===== config.mk =====
export PLATFORM = sky130hd
export DESIGN_NAME = tait_timer
export DESIGN_NICKNAME = d
export VERILOG_FILES = /design/src/hw/tait_pkg.sv /design/src/hw/tait_timer.sv
export SDC_FILE = /design/constraint.sdc
export NUM_CORES = 1
export LEC_CHECK = 0
export ABC_CLOCK_PERIOD_IN_PS = 3250
export BUFFER_PORTS_ARGS = -buffer_cell sky130_fd_sc_hd__buf_2
export CAP_MARGIN = 20
export CORE_ASPECT_RATIO = 2
export CORE_MARGIN = 2
export CORE_UTILIZATION = 53
export DETAILED_ROUTE_END_ITERATION = 10
export PLACE_DENSITY = 0.71
export SLEW_MARGIN = 20
export SYNTH_ARGS = -nofsm -noshare
export SYNTH_HDL_FRONTEND = slang
export SYNTH_SLANG_ARGS = --single-unit

===== constraint.sdc =====
create_clock -name clk_i -period 3.25 [get_ports clk_i]
set_input_delay 0.65 -clock clk_i [delete_from_list [all_inputs] [get_ports clk_i]]
set_output_delay 0.65 -clock clk_i [all_outputs]
set_load 0.1 [all_outputs]

===== src/hw/tait_pkg.sv =====
package tait_pkg;

  // Interval field
  localparam int unsigned FIELD_W     = 3;
  localparam logic [2:0]  FIELD_RST   = 3'h0;

  // Elapsed monitoring-cycle counter; 2048 needs twelve bits
  localparam int unsigned ELAPSED_W   = 12;
  localparam logic [11:0] ELAPSED_RST = 12'hFFF;  // Saturated, so the first adjustment may go at once
  localparam logic [11:0] ELAPSED_MAX = 12'hFFF;

  // Shortest interval of each direction as a power of two
  localparam logic [3:0]  DEC_BASE_LOG2 = 4'h3;   // 8 cycles at code 000
  localparam logic [3:0]  INC_BASE_LOG2 = 4'h4;   // 16 cycles at code 000

  // Monitoring cycle timing
  localparam int unsigned CLK_HZ        = 50_000_000;
  localparam int unsigned MON_PER_SEC   = 8;       // Monitoring cycles per second
  localparam int unsigned MON_CLKS      = CLK_HZ / MON_PER_SEC;

  // Software write of the interval field
  typedef struct packed {
    logic       we;     // One-cycle write strobe
    logic [2:0] data;   // New field value
  } tait_field_wr_s;

  // Adjustment request from the fan control loop
  typedef struct packed {
    logic valid;        // Loop wants to move the fan start temperature
    logic increase;     // 1 = raise, 0 = lower
  } tait_adj_s;

endpackage


===== src/hw/tait_timer.sv =====
`timescale 1ns/100ps
module tait_timer
#(
  parameter int unsigned MON_CLKS = tait_pkg::MON_CLKS  // Clocks per monitoring cycle
)
(
  input  wire logic                     clk_i,
  input  wire logic                     rst_i,
  input  wire tait_pkg::tait_field_wr_s field_wr_i,
  output logic [2:0]                    local_adjust_interval_o,
  output logic                          mon_tick_o,
  input  wire tait_pkg::tait_adj_s      adjust_i,
  output logic                          dec_ok_o,
  output logic                          inc_ok_o,
  output logic                          adjust_taken_o
);

  // Prescaler width; a one-clock period still needs a one-bit counter
  localparam int unsigned PW = (MON_CLKS > 1) ? $clog2(MON_CLKS) : 1;
  // Last prescaler count before the tick fires
  localparam logic [PW-1:0] PRESC_LAST = PW'(MON_CLKS - 1);

  // Interval in monitoring cycles for a code and a base exponent
  // A shift keeps this to one adder and a barrel shifter instead of a table;
  // the largest result, 2048, still fits the twelve-bit elapsed count
  // Used for both directions, hence a function rather than two copies
  function automatic logic [11:0] interval_of(input logic [2:0] code, input logic [3:0] base);
    logic [3:0] sh;
    sh = {1'b0, code} + base;
    interval_of = 12'h001 << sh;
  endfunction

  logic [PW-1:0] presc_q;          // Clock prescaler
  logic [PW-1:0] presc_d;
  logic          tick_q;           // Registered monitoring tick
  logic          tick_d;
  logic [2:0]    field_q;          // Interval field
  logic [2:0]    field_d;
  logic [11:0]   elapsed_q;        // Monitoring cycles since last adjustment
  logic [11:0]   elapsed_d;

  // Prescaler: one tick every monitoring cycle
  // The tick is registered so that the elapsed counter sees a clean pulse
  // one clock after the prescaler reaches its last count; this costs one clock of latency
  // on every interval, far below one monitoring cycle
  always_comb
  begin
    tick_d  = (presc_q == PRESC_LAST);
    presc_d = tick_d ? '0 : presc_q + PW'(1);
  end

  // Field write; the register is the read-back path as well
  // Writes are taken at any time, including mid-interval
  always_comb
  begin
    field_d = field_wr_i.we ? field_wr_i.data : field_q;
  end

  // Gates compare against the live field, so a new value counts at once
  // Limitation: shrinking the field mid-interval can open a gate early,
  // which software must allow for when it retunes the loop
  // The acceptance is combinational so the loop learns the answer in the
  // same cycle and may hold its request until a gate opens
  always_comb
  begin
    dec_ok_o       = elapsed_q >= interval_of(field_q, tait_pkg::DEC_BASE_LOG2);
    inc_ok_o       = elapsed_q >= interval_of(field_q, tait_pkg::INC_BASE_LOG2);
    adjust_taken_o = adjust_i.valid && (adjust_i.increase ? inc_ok_o : dec_ok_o);
  end

  // Elapsed counter; restart beats a coincident tick, saturates to avoid wrap
  // Without saturation a long idle loop would wrap and close both gates again
  always_comb
  begin
    if (adjust_taken_o)
    begin
      elapsed_d = '0;
    end
    else if (tick_q && elapsed_q != tait_pkg::ELAPSED_MAX)
    begin
      elapsed_d = elapsed_q + 12'h001;
    end
    else
    begin
      elapsed_d = elapsed_q;
    end
  end

  // State registers
  // Reset saturates the elapsed count, so the first adjustment is free
  always_ff @(posedge clk_i or posedge rst_i)
  begin
    if (rst_i)
    begin
      presc_q   <= '0;
      tick_q    <= 1'b0;
      field_q   <= tait_pkg::FIELD_RST;
      elapsed_q <= tait_pkg::ELAPSED_RST;
    end
    else
    begin
      presc_q   <= presc_d;
      tick_q    <= tick_d;
      field_q   <= field_d;
      elapsed_q <= elapsed_d;
    end
  end

  // Read-back and tick come straight from flip-flops
  assign local_adjust_interval_o = field_q;
  assign mon_tick_o              = tick_q;

  // Helper: clocks since the last tick, for the period check
  // One extra bit so that the count of a full period never wraps
  logic [PW:0] gap_q;              // Clocks since the last tick
  logic        seen_q;             // At least one tick since reset
  always_ff @(posedge clk_i or posedge rst_i)
  begin
    if (rst_i)
    begin
      gap_q  <= '0;
      seen_q <= 1'b0;
    end
    else
    begin
      gap_q  <= tick_q ? (PW+1)'(1) : gap_q + (PW+1)'(1);
      seen_q <= seen_q | tick_q;
    end
  end
endmodule


# --- Word-level counts from Yosys, hierarchy flattened ---
# Cells that the tools add are included.
# Widths: inputs -> output; s select.
word_totals:
  elab_cells: 21
  inputBits: 8
  register_bits: 39
op_classes:
  shifts: 2
  mux: 4
  magnitude_cmp: 2
  n_addsub: 4
  eq_ne: 2
  reduce_logical: 3
ops:
  columns: ["operator", "count"]
  rows:
  - ["$ge 12x12->1", 2]
  - ["$mux 12", 2]
  - ["$shl 1x4->12 const A", 2]
  - ["$add 23x1->23 const B", 1]
  - ["$eq 23x23->1 const B", 1]
  - ["$mux 23", 1]
  - ["$add 12x1->12 const B", 1]
  - ["$ne 12x12->1 const B", 1]
  - ["$add 3x2->4 const B", 1]
  - ["$add 3x3->4 const B", 1]
  - ["$logic_and 1x1->1", 2]
  - ["$reduce_bool 2->1", 1]
  - ["$mux 1", 1]

# --- Logic depth before layout (Yosys ltp) ---
# Gate-level depths: netlist (run 1).
logic_depth:
  word_depth: 6
  depth_mapped: 10
  ltp_nobuf: 8

# --- Worst setup path after synthesis (run 1) ---
# OpenSTA, ideal clock, no wires.
synth_path:
  kind: "reg-to-output"
  start: "register field_q[1] (netlist: local_adjust_interval_o[1])"
  end: "output inc_ok_o"
  setup_slack_ns: -1.670
  path_stages_with_launch: 6
  path_buffers: 0
  arrival_ns: 4.270
  cell_sequence: "dfrtp_1 or3b_2 ha_1 nand4_1 o311a_1 o21ai_0"
synth_between:
  elab_chain_cells: 3
synth_lines:
  columns: ["item", "line_no", "rtl"]
  rows:
  - ["start: declaration", "tait_timer.sv:37", "logic [2:0] field_q;"]
  - ["start signal: assignment", "tait_timer.sv:97", "field_q <= tait_pkg::FIELD_RST;"]
  - ["start signal: assignment", "tait_timer.sv:104", "field_q <= field_d;"]
  - ["$add 3x3->4", "tait_timer.sv:29", "sh = {1'b0, code} + base;"]
  - ["$shl 1x4->12", "tait_timer.sv:30", "interval_of = 12'h001 << sh;"]
  - ["$ge 12x12->1", "tait_timer.sv:67", "inc_ok_o = elapsed_q >= interval_of(field_q, tait_pkg::INC_BASE_LOG2);"]
  - ["end: declaration", "tait_timer.sv:14", "output logic inc_ok_o,"]
# Every way passes these cells.

# --- Worst setup path in the final report (run 1) ---
layout_path:
  start: "register field_q[1] (netlist: local_adjust_interval_o[1])"
  end: "output adjust_taken_o"
layout_between:
  elab_chain_cells: 5
  elab_cells_between_ends: 8
  cone_classes: "add/sub: 2; order compare: 2; shift: 2; mux: 1; reduce/logical: 1"
layout_lines:
  columns: ["item", "line_no", "rtl"]
  rows:
  - ["$add 3x2->4 or $add 3x3->4 (tied branches)", "tait_timer.sv:29", null]
  - ["$shl 1x4->12", "tait_timer.sv:30", null]
  - ["$ge 12x12->1, on equally long branches", "tait_timer.sv:66, tait_timer.sv:67", null]
  - ["$mux 1 *", "tait_timer.sv:68", "adjust_taken_o = adjust_i.valid && (adjust_i.increase ? inc_ok_o : dec_ok_o);"]
  - ["$logic_and 1x1->1 *", "tait_timer.sv:68", null]
  - ["end: declaration", "tait_timer.sv:15", "output logic adjust_taken_o"]
# Mark *: on every way between the ends. The rest lies on a longest branch, timed or not.

==> summary.md, run 1 <==
| Metric | Value |
|---|---|
| Ys async rst share | 1.00 |
| Minimum clock period | about 3.4 ns |
| First-pass GRT wire length | between 10000 and 15000 µm |
| Initial antenna violation count | 0 |
| Root Buffer | clkbuf_8 |
| WL met2 | ~3700 µm |
| Htree depth | 2 |
| Yosys Warn Count | 0 |
| Synth Flop Type | dfrtp_1 |
| DR vias/cell | 5.96 |
| Vias in the first global route | around 2300 |
| Distinct cells, synth | 43 |
| Drt first pass iters | 4 |
| Hold Worst Slack | 0.479 ns |
| Met3 WL post-DR | around 71 µm |
| Rel. slew slack | 0.508 |
| Dominant cells by area after synthesis | dfrtp_1 25%, ha_1 12%, dfstp_2 12%, xor2_1 6.9%, a31oi_2 4.7% |
| Port bufs | 14 |
| GRT overflow | 0 |
| EDFF count, synth | 0 |
| Clock Pin Slew Worst Setup and Hold Paths | approximately 0.07 ns |
| Worst slack at placement | approximately 0.01 ns |
| CP Launch Type | flop |
| Worst Path Arrival | ~2.7 ns |
| Post-synth top area share | 0.254 |
| Largest net degree at the start of global routing | 35 |
| Leakage | between 1 and 1.5 nW |
| Row cnt | 36 |
| Wire per inst | between 15 and 20 µm |
| Syn_area_per_cell | just over 10 µm² |
| Gpl congestion | roughly 0.86 |
| Final Hold Fails | 0 |
| Initial DRC count | 28 |
| M1 WL | 2180 µm |
| Top Metal Used | met4 |
| Hpwl dp | about 4400 µm |
| Clock share of power | 0.357 |
| CTS tree | yes |
| I/O pin total | 15 |
| Core ar. | about 4900 µm² |
| Max incr delay on CP | between 0.5 and 0.6 ns |
| Run status | finished, violations left |
| RSZ-0062 raised after global routing | yes |
| DIE HEIGHT | around 100 µm |
| N_diodes | 0 |
| Sequential power share | 0.454 |
| Initial core utilization | 0.547 |
| Max FO, Critical Path | 6 |
| Share of layout cells above drive strength 1 | 0.324 |
| Worst reg-to-reg path cell count | 9 |
| DRC viols | 0 |
| Synth-to-layout area growth | 22.0% |
| Final ANT Viol Nets | 0 |
| DR vias | 2105 |
| Tot GR Track Use | 0.243 |
| Clock skew | ~0.011 ns |
| Setup CP Type | flop to output pin |
| Finished Cell Area | roughly 3200 µm² |
| Critical Path End Type | output pin |
| Number of setup violations in the final report | 1 |
| Tcrit/Tclk final | 1.03 |
| Psw | about 0.3 mW |
| Yosys top cell by area | dfrtp_1 |
| Sw frac | 0.269 |
| Seq/Total Area, Yosys | 0.372 |
| Final WL | a little over 6000 µm |
| Crit-path cells | buf_6 -> or3b_2 -> ha_2 -> a21o_1 -> a21o_1 -> a21oi_2 -> o211ai_1 -> buf_4 -> and3_4 -> buf_12 |
| P per Cell Area | between 300 and 400 nW/µm² |
| Combinational share of power | 0.189 |
| Slew at the pin closest to its max-slew limit | between 0.7 and 0.8 ns |
| Max VDD drop | between 0.4 and 0.5 mV |
| Failing checks | negative setup slack |
| Clk sinks | 39 |
| Hold Path Class | input pin to asynchronous set/reset pin |
| Worst skew pair latency | just under 0.3 ns |
| Worst path most repeated cell | a21o_1 |
| Maxcap violations | 0 |
| CP max stage cell | dfrtp_4 |
| Area of the die | about 5600 µm² |
| Max Buffers Root-to-Sink | 2 |
| Critical Path RT | ~2.6 ns |
| Final net count | roughly 330 |
| DP Area | approximately 3000 µm² |
| Die X | 54.1 µm |
| Cells after Synth | 258 |
| F_max | about 300 MHz |
| Internal Power | approximately 0.80 mW |
| Cell Area, Synth | between 2000 and 3000 µm² |
| Min setup slack post-route | -0.103 ns |
| Total CTS buffers | 5 |
| Synth Register Bits | 39 |
| Pins Over Slew Limit | 0 |
==> power groups by stage <==
stage	Clock [mW]	Sequential, mW	Combinational (mW)
after global routing	0.420	0.499	0.222
after CTS	0.401	0.498	0.199
after floorplan	0	0.534	0.0929
after global placement	0	0.508	0.162
final	0.392	0.499	0.207
after detailed placement	0	0.509	0.165
==> critical path, delay by kind of cell, from the launching register on <==
kind / cells / cell delay [ns]
AOI/OAI and AO/OA: 4 / 0.60
adders and majority gates: 1 / 0.19
buffers and inverters: 3 / 0.45
DFF: 1 / 0.51
and+or+nand+nor: 2 / 0.66
==> synthesized netlist by cell type (8+ instances only) <==
cell and number:
xor2_1 21, dfrtp_1 27, ha_1 26, and3_1 9, nand3_1 15, xnor2_1 8, a31oi_2 10, dfstp_2 12
nand2_1 10, nand4_1 10, nor2_1 22
==> per-layer routing <==
| metal | global-route usage | vias up |
|---|---|---|
| met4 | 0.127 | 0 |
| met2 | 0.457 | 23 |
| met5 | 0 | - |
| li1 | - | 1019 |
| met1 | 0.232 | 1049 |
| met3 | 0.0316 | 14 |
==> layout make-up <==
type | instances | area (µm²)
multi-input combinational | 210 | 1770
inverter | 6 | 22.5
clock buffer | 7 | 76.3
tap | 57 | 71.3
timing repair buffer | 33 | 279
sequential | 39 | 1000
fill | 404 | 1620
clock inverter | 1 | 30.0
==> stage by stage <==
step	utilization	setup TNS (ns)	power (mW)	std cells
finish	0.667	-0.103	1.10	353
global route	0.667	-0.168	1.14	353
CTS	0.663	-0.0776	1.10	353
detailed placement	0.600	0	0.673	337
global placement	0.600	0	0.671	337
floorplan	-	0	0.626	264
==> layout by cell type (no fill, tap or decap), types with 3 or more instances in the layout <==
master	instances
ha_4	5
and4_1	3
buf_4	11
o2111ai_1	3
nor4_2	3
xor2_1	21
mux2_2	3
conb_1	8
mux2i_1	3
nor2_1	22
and2_1	3
o211ai_1	6
nand3b_1	6
a31oi_2	10
a21o_1	4
xnor2_1	8
and3_1	8
a21oi_2	5
buf_2	11
buf_6	9
ha_1	19
nand2b_1	3
dfrtp_1	24
nand4_1	10
or3b_4	3
dfstp_2	12
clkbuf_8	5
inv_1	6
nand3_1	15
nand2_1	10
==> sequential cells by signal, summed over array words and instances (netlist names) <==
signal and flops:
presc_q 23, mon_tick_o 1, local_adjust_interval_o 3, elapsed_q 12
==> path summary, 6_finish.rpt <==
| path | startpoint | slack (ns) | end |
|---|---|---|---|
| max | local_adjust_interval_o[1] | -0.10 | adjust_taken_o |
| min reg2reg | presc_q[0] | 0.48 | presc_q[0] |
| min in group clk_i | presc_q[0] | 0.48 | presc_q[0] |
| max in group asynchronous | rst_i | 2.27 | local_adjust_interval_o[1] |
| max reg2reg | local_adjust_interval_o[0] | 0.71 | elapsed_q[11] |
| min | rst_i | 0.48 | elapsed_q[3] |
==> repair_timing <==
item                       CTS  global route
buffers inserted            10             0
hold buffers                 0             0
gates resized for setup     29             3
pin swaps                   24             7
setup endpoints to repair    2             2
==> cells by family (layout without fill, tap and decap cells) <==
family / Yosys count / after routing / synth area share
AOI/OAI and AO/OA: 41 / 41 / 0.136
xor gates and xnor gates: 29 / 29 / 0.0954
adders and majority gates: 26 / 26 / 0.122
buffers and inverters: 15 / 47 / 0.0249
DFF: 39 / 39 / 0.372
muxes: 6 / 6 / 0.0240
other: 2 / 8 / 0.00282
and+or+nand+nor: 100 / 100 / 0.222
Note: power is estimated with default switching activity, not from simulation.
==> run 2, diff against run 1 <==
--- a/config.mk
+++ b/config.mk
@@ -12,6 +12,7 @@
 export CORE_MARGIN = 2
 export CORE_UTILIZATION = 53
 export DETAILED_ROUTE_END_ITERATION = 10
+export GPL_TIMING_DRIVEN = 0
 export PLACE_DENSITY = 0.71
 export SLEW_MARGIN = 20
 export SYNTH_ARGS = -nofsm -noshare
==> summary.md, run 2 (synthesized netlist as in run 1, its figures left out) <==
| Metric | Value |
|---|---|
| Setup slack, reg-to-reg | 0.62 ns (-0.09 ns) |
| Setup CP Type | flop to output pin |
| Final WL | 5680 µm (-8.1%) |
| Final net count | 324 (-1.5%) |
| Critical Path End Type | output pin |
| Initial antenna violation count | 0 (unchanged) |
| DP Area | 2870 µm² (-1.7%) |
| Worst reg-to-reg path cell count | 10 (+1) |
| Synth-to-layout area growth | 18.1% |
| Clk sinks | 39 (unchanged) |
| Final ANT Viol Nets | 0 (unchanged) |
| Htree depth | 2 (unchanged) |
| Max Buffers Root-to-Sink | 2 (unchanged) |
| Die X | 54.1 µm (unchanged) |
| Worst Path Arrival | 2.68 ns (-0.02 ns) |
| DR vias/cell | 5.91 (-0.83%) |
| Critical Path RT | 2.60 ns (about the same) |
| Share of layout cells above drive strength 1 | 0.299 (-0.0254) |
| F_max | 300 MHz (+0.70%) |
| Vias in the first global route | 2129 (-6.2%) |
| Row cnt | 36 (unchanged) |
| RR Startpoint | local_adjust_interval_o[1] |
| Largest register FFs | 23 (unchanged) |
| Pins Over Slew Limit | 0 (unchanged) |
| P per Cell Area | 327 nW/µm² (-3.2%) |
| N_diodes | 0 (unchanged) |
| I/O pin total | 15 (unchanged) |
| Non-filler cells in the finished layout | 348 (-1.4%) |
| Run status | finished, violations left |
| Post-CTS Hold Fix Bufs | 0 (unchanged) |
| First-pass GRT wire length | 9560 µm (-5.3%) |
| Dpl cells | 336 (-0.30%) |
| Slew at the pin closest to its max-slew limit | 0.652 ns (-0.0799 ns) |
| DRC viols | 0 (unchanged) |
| Maxcap violations | 0 (unchanged) |
| CTS tree | yes |
| Failing checks | negative setup slack |
| Commonest non-fill, non-tap cell in the layout | dfrtp_1 |
| Combinational share of power | 0.177 (-0.012) |
| Final Hold Fails | 0 (unchanged) |
| Largest net degree at the start of global routing | 34 (-2.9%) |
| Root Buffer | clkbuf_8 |
| Rel. slew slack | 0.562 (+0.0537) |
| Number of setup violations in the final report | 1 (unchanged) |
| Total power | 1.03 mW (-6.3%) |
| DIE HEIGHT | 104 µm (unchanged) |
| GRT overflow | 0 (unchanged) |
| Sw frac | 0.270 (+0.00150) |
| Clock share of power | 0.339 (-0.018) |
| Internal Power | 0.751 mW (-6.5%) |
| Finished Cell Area | 3140 µm² (-3.2%) |
| Worst skew pair latency | 0.28 ns (about the same) |
| Max VDD drop | 0.492 mV (+7.0%) |
| Hold Path Class | input pin to asynchronous set/reset pin |
| RSZ-0062 raised after global routing | yes |
| Clock Pin Slew Worst Setup and Hold Paths | 0.07 ns (about the same) |
| DR vias | 2058 (-2.2%) |
| Initial DRC count | 33 (+18%) |
| Hpwl dp | 4280 µm (-3.8%) |
| Initial core utilization | 0.547 (unchanged) |
| RR Endpoint | elapsed_q[9] |
| Wire per inst | 16.3 µm (-6.7%) |
| Area of the die | 5640 µm² (unchanged) |
| Sequential power share | 0.484 (+0.030) |
| Total CTS buffers | 5 (unchanged) |
| Max FO, Critical Path | 8 (+2) |
| CP Launch Type | flop |
| Largest Register | presc_q |
| Tot GR Track Use | 0.228 (-0.0151) |
| Tcrit/Tclk final | 1.02 (-0.00718) |
| Setup crit start | local_adjust_interval_o[2] |
| Leakage | 1.39 nW (-3.0%) |
| Drt first pass iters | 4 (unchanged) |
| Minimum clock period | 3.33 ns (-0.0233 ns) |
| Final core utilization | 0.646 (-0.0213) |
| Min setup slack post-route | -0.0799 ns (+0.0233 ns) |
| Most frequent cells in the layout | 24 x dfrtp_1, 21 x nor2_1, 21 x xor2_1, 21 x ha_1, 15 x nand3_1 |
| Port bufs | 14 (unchanged) |
| Hold Worst Slack | 0.257 ns (-0.222 ns) |
| Gpl congestion | 0.763 (-11%) |
| Psw | 0.278 mW (-5.8%) |
| Core ar. | 4860 µm² (unchanged) |
| Clock skew | 0.00591 ns (-0.00478 ns) |
run 2: per-layer routing:
| layer | vias to the layer above | part of all wire | GRT usage | routed length [µm] |
|---|---|---|---|---|
| li1 | 1006 | - | - | - |
| met1 | 1013 | 0.33 | 0.211 | 1880 |
| met2 | 24 | 0.62 | 0.444 | 3550 |
| met3 | 15 | 0.016 | 0.0359 | 92 |
| met4 | 0 | 0.029 | 0.0929 | 165 |
| met5 | - | 0 | 0 | 0 |
run 2: metrics by stage:
step	setup TNS, ns	setup WS (ns)
2_1_floorplan	0	0.0419
3_3_place_gp	-0.158	-0.158
3_5_place_dp	-0.157	-0.157
4_1_cts	-0.0723	-0.0723
5_1_grt	-0.164	-0.164
6_report	-0.0799	-0.0799
run 2: worst max path at each step:
stage | endpoint | slack [ns]
after CTS | adjust_taken_o | -0.07
after detailed placement | adjust_taken_o | -0.16
after global placement | adjust_taken_o | -0.16
after floorplan | adjust_taken_o | 0.04
final | adjust_taken_o | -0.08
after global routing | adjust_taken_o | -0.16
run 2: layout make-up:
| class | instances | area [µm²] |
|---|---|---|
| buffer | 9 | 61.3 |
| inverter | 6 | 22.5 |
| clock buffer | 8 | 100 |
| multi-input combinational | 210 | 1740 |
| timing repair buffer | 19 | 144 |
| tap | 57 | 71.3 |
| sequential | 39 | 1000 |
| fill | 417 | 1720 |
run 2: critical path, cell delays in order, from the launching register on:
cell     delay [ns]
dfrtp_4        0.51
or3b_4         0.42
ha_4           0.23
a21oi_2        0.14
o21ai_2        0.09
a21oi_2        0.16
or4b_4         0.49
and3_4         0.20
buf_12         0.16
run 2: power groups by stage:
stage          Sequential [mW]  Combinational (mW)  Clock, mW
6_report                 0.498               0.182      0.349
3_3_place_gp             0.506               0.151          0
2_1_floorplan            0.534              0.0929          0
4_1_cts                  0.498               0.179      0.363
3_5_place_dp             0.506               0.156          0
5_1_grt                  0.499               0.196      0.379
run 2: timing repair:
action | CTS | global route
pin swaps | 11 | 6
gates resized for setup | 26 | 7
setup endpoints to repair | 3 | 2
endpoints found under the hold margin | 0 | 0
buffers inserted | 4 | 0
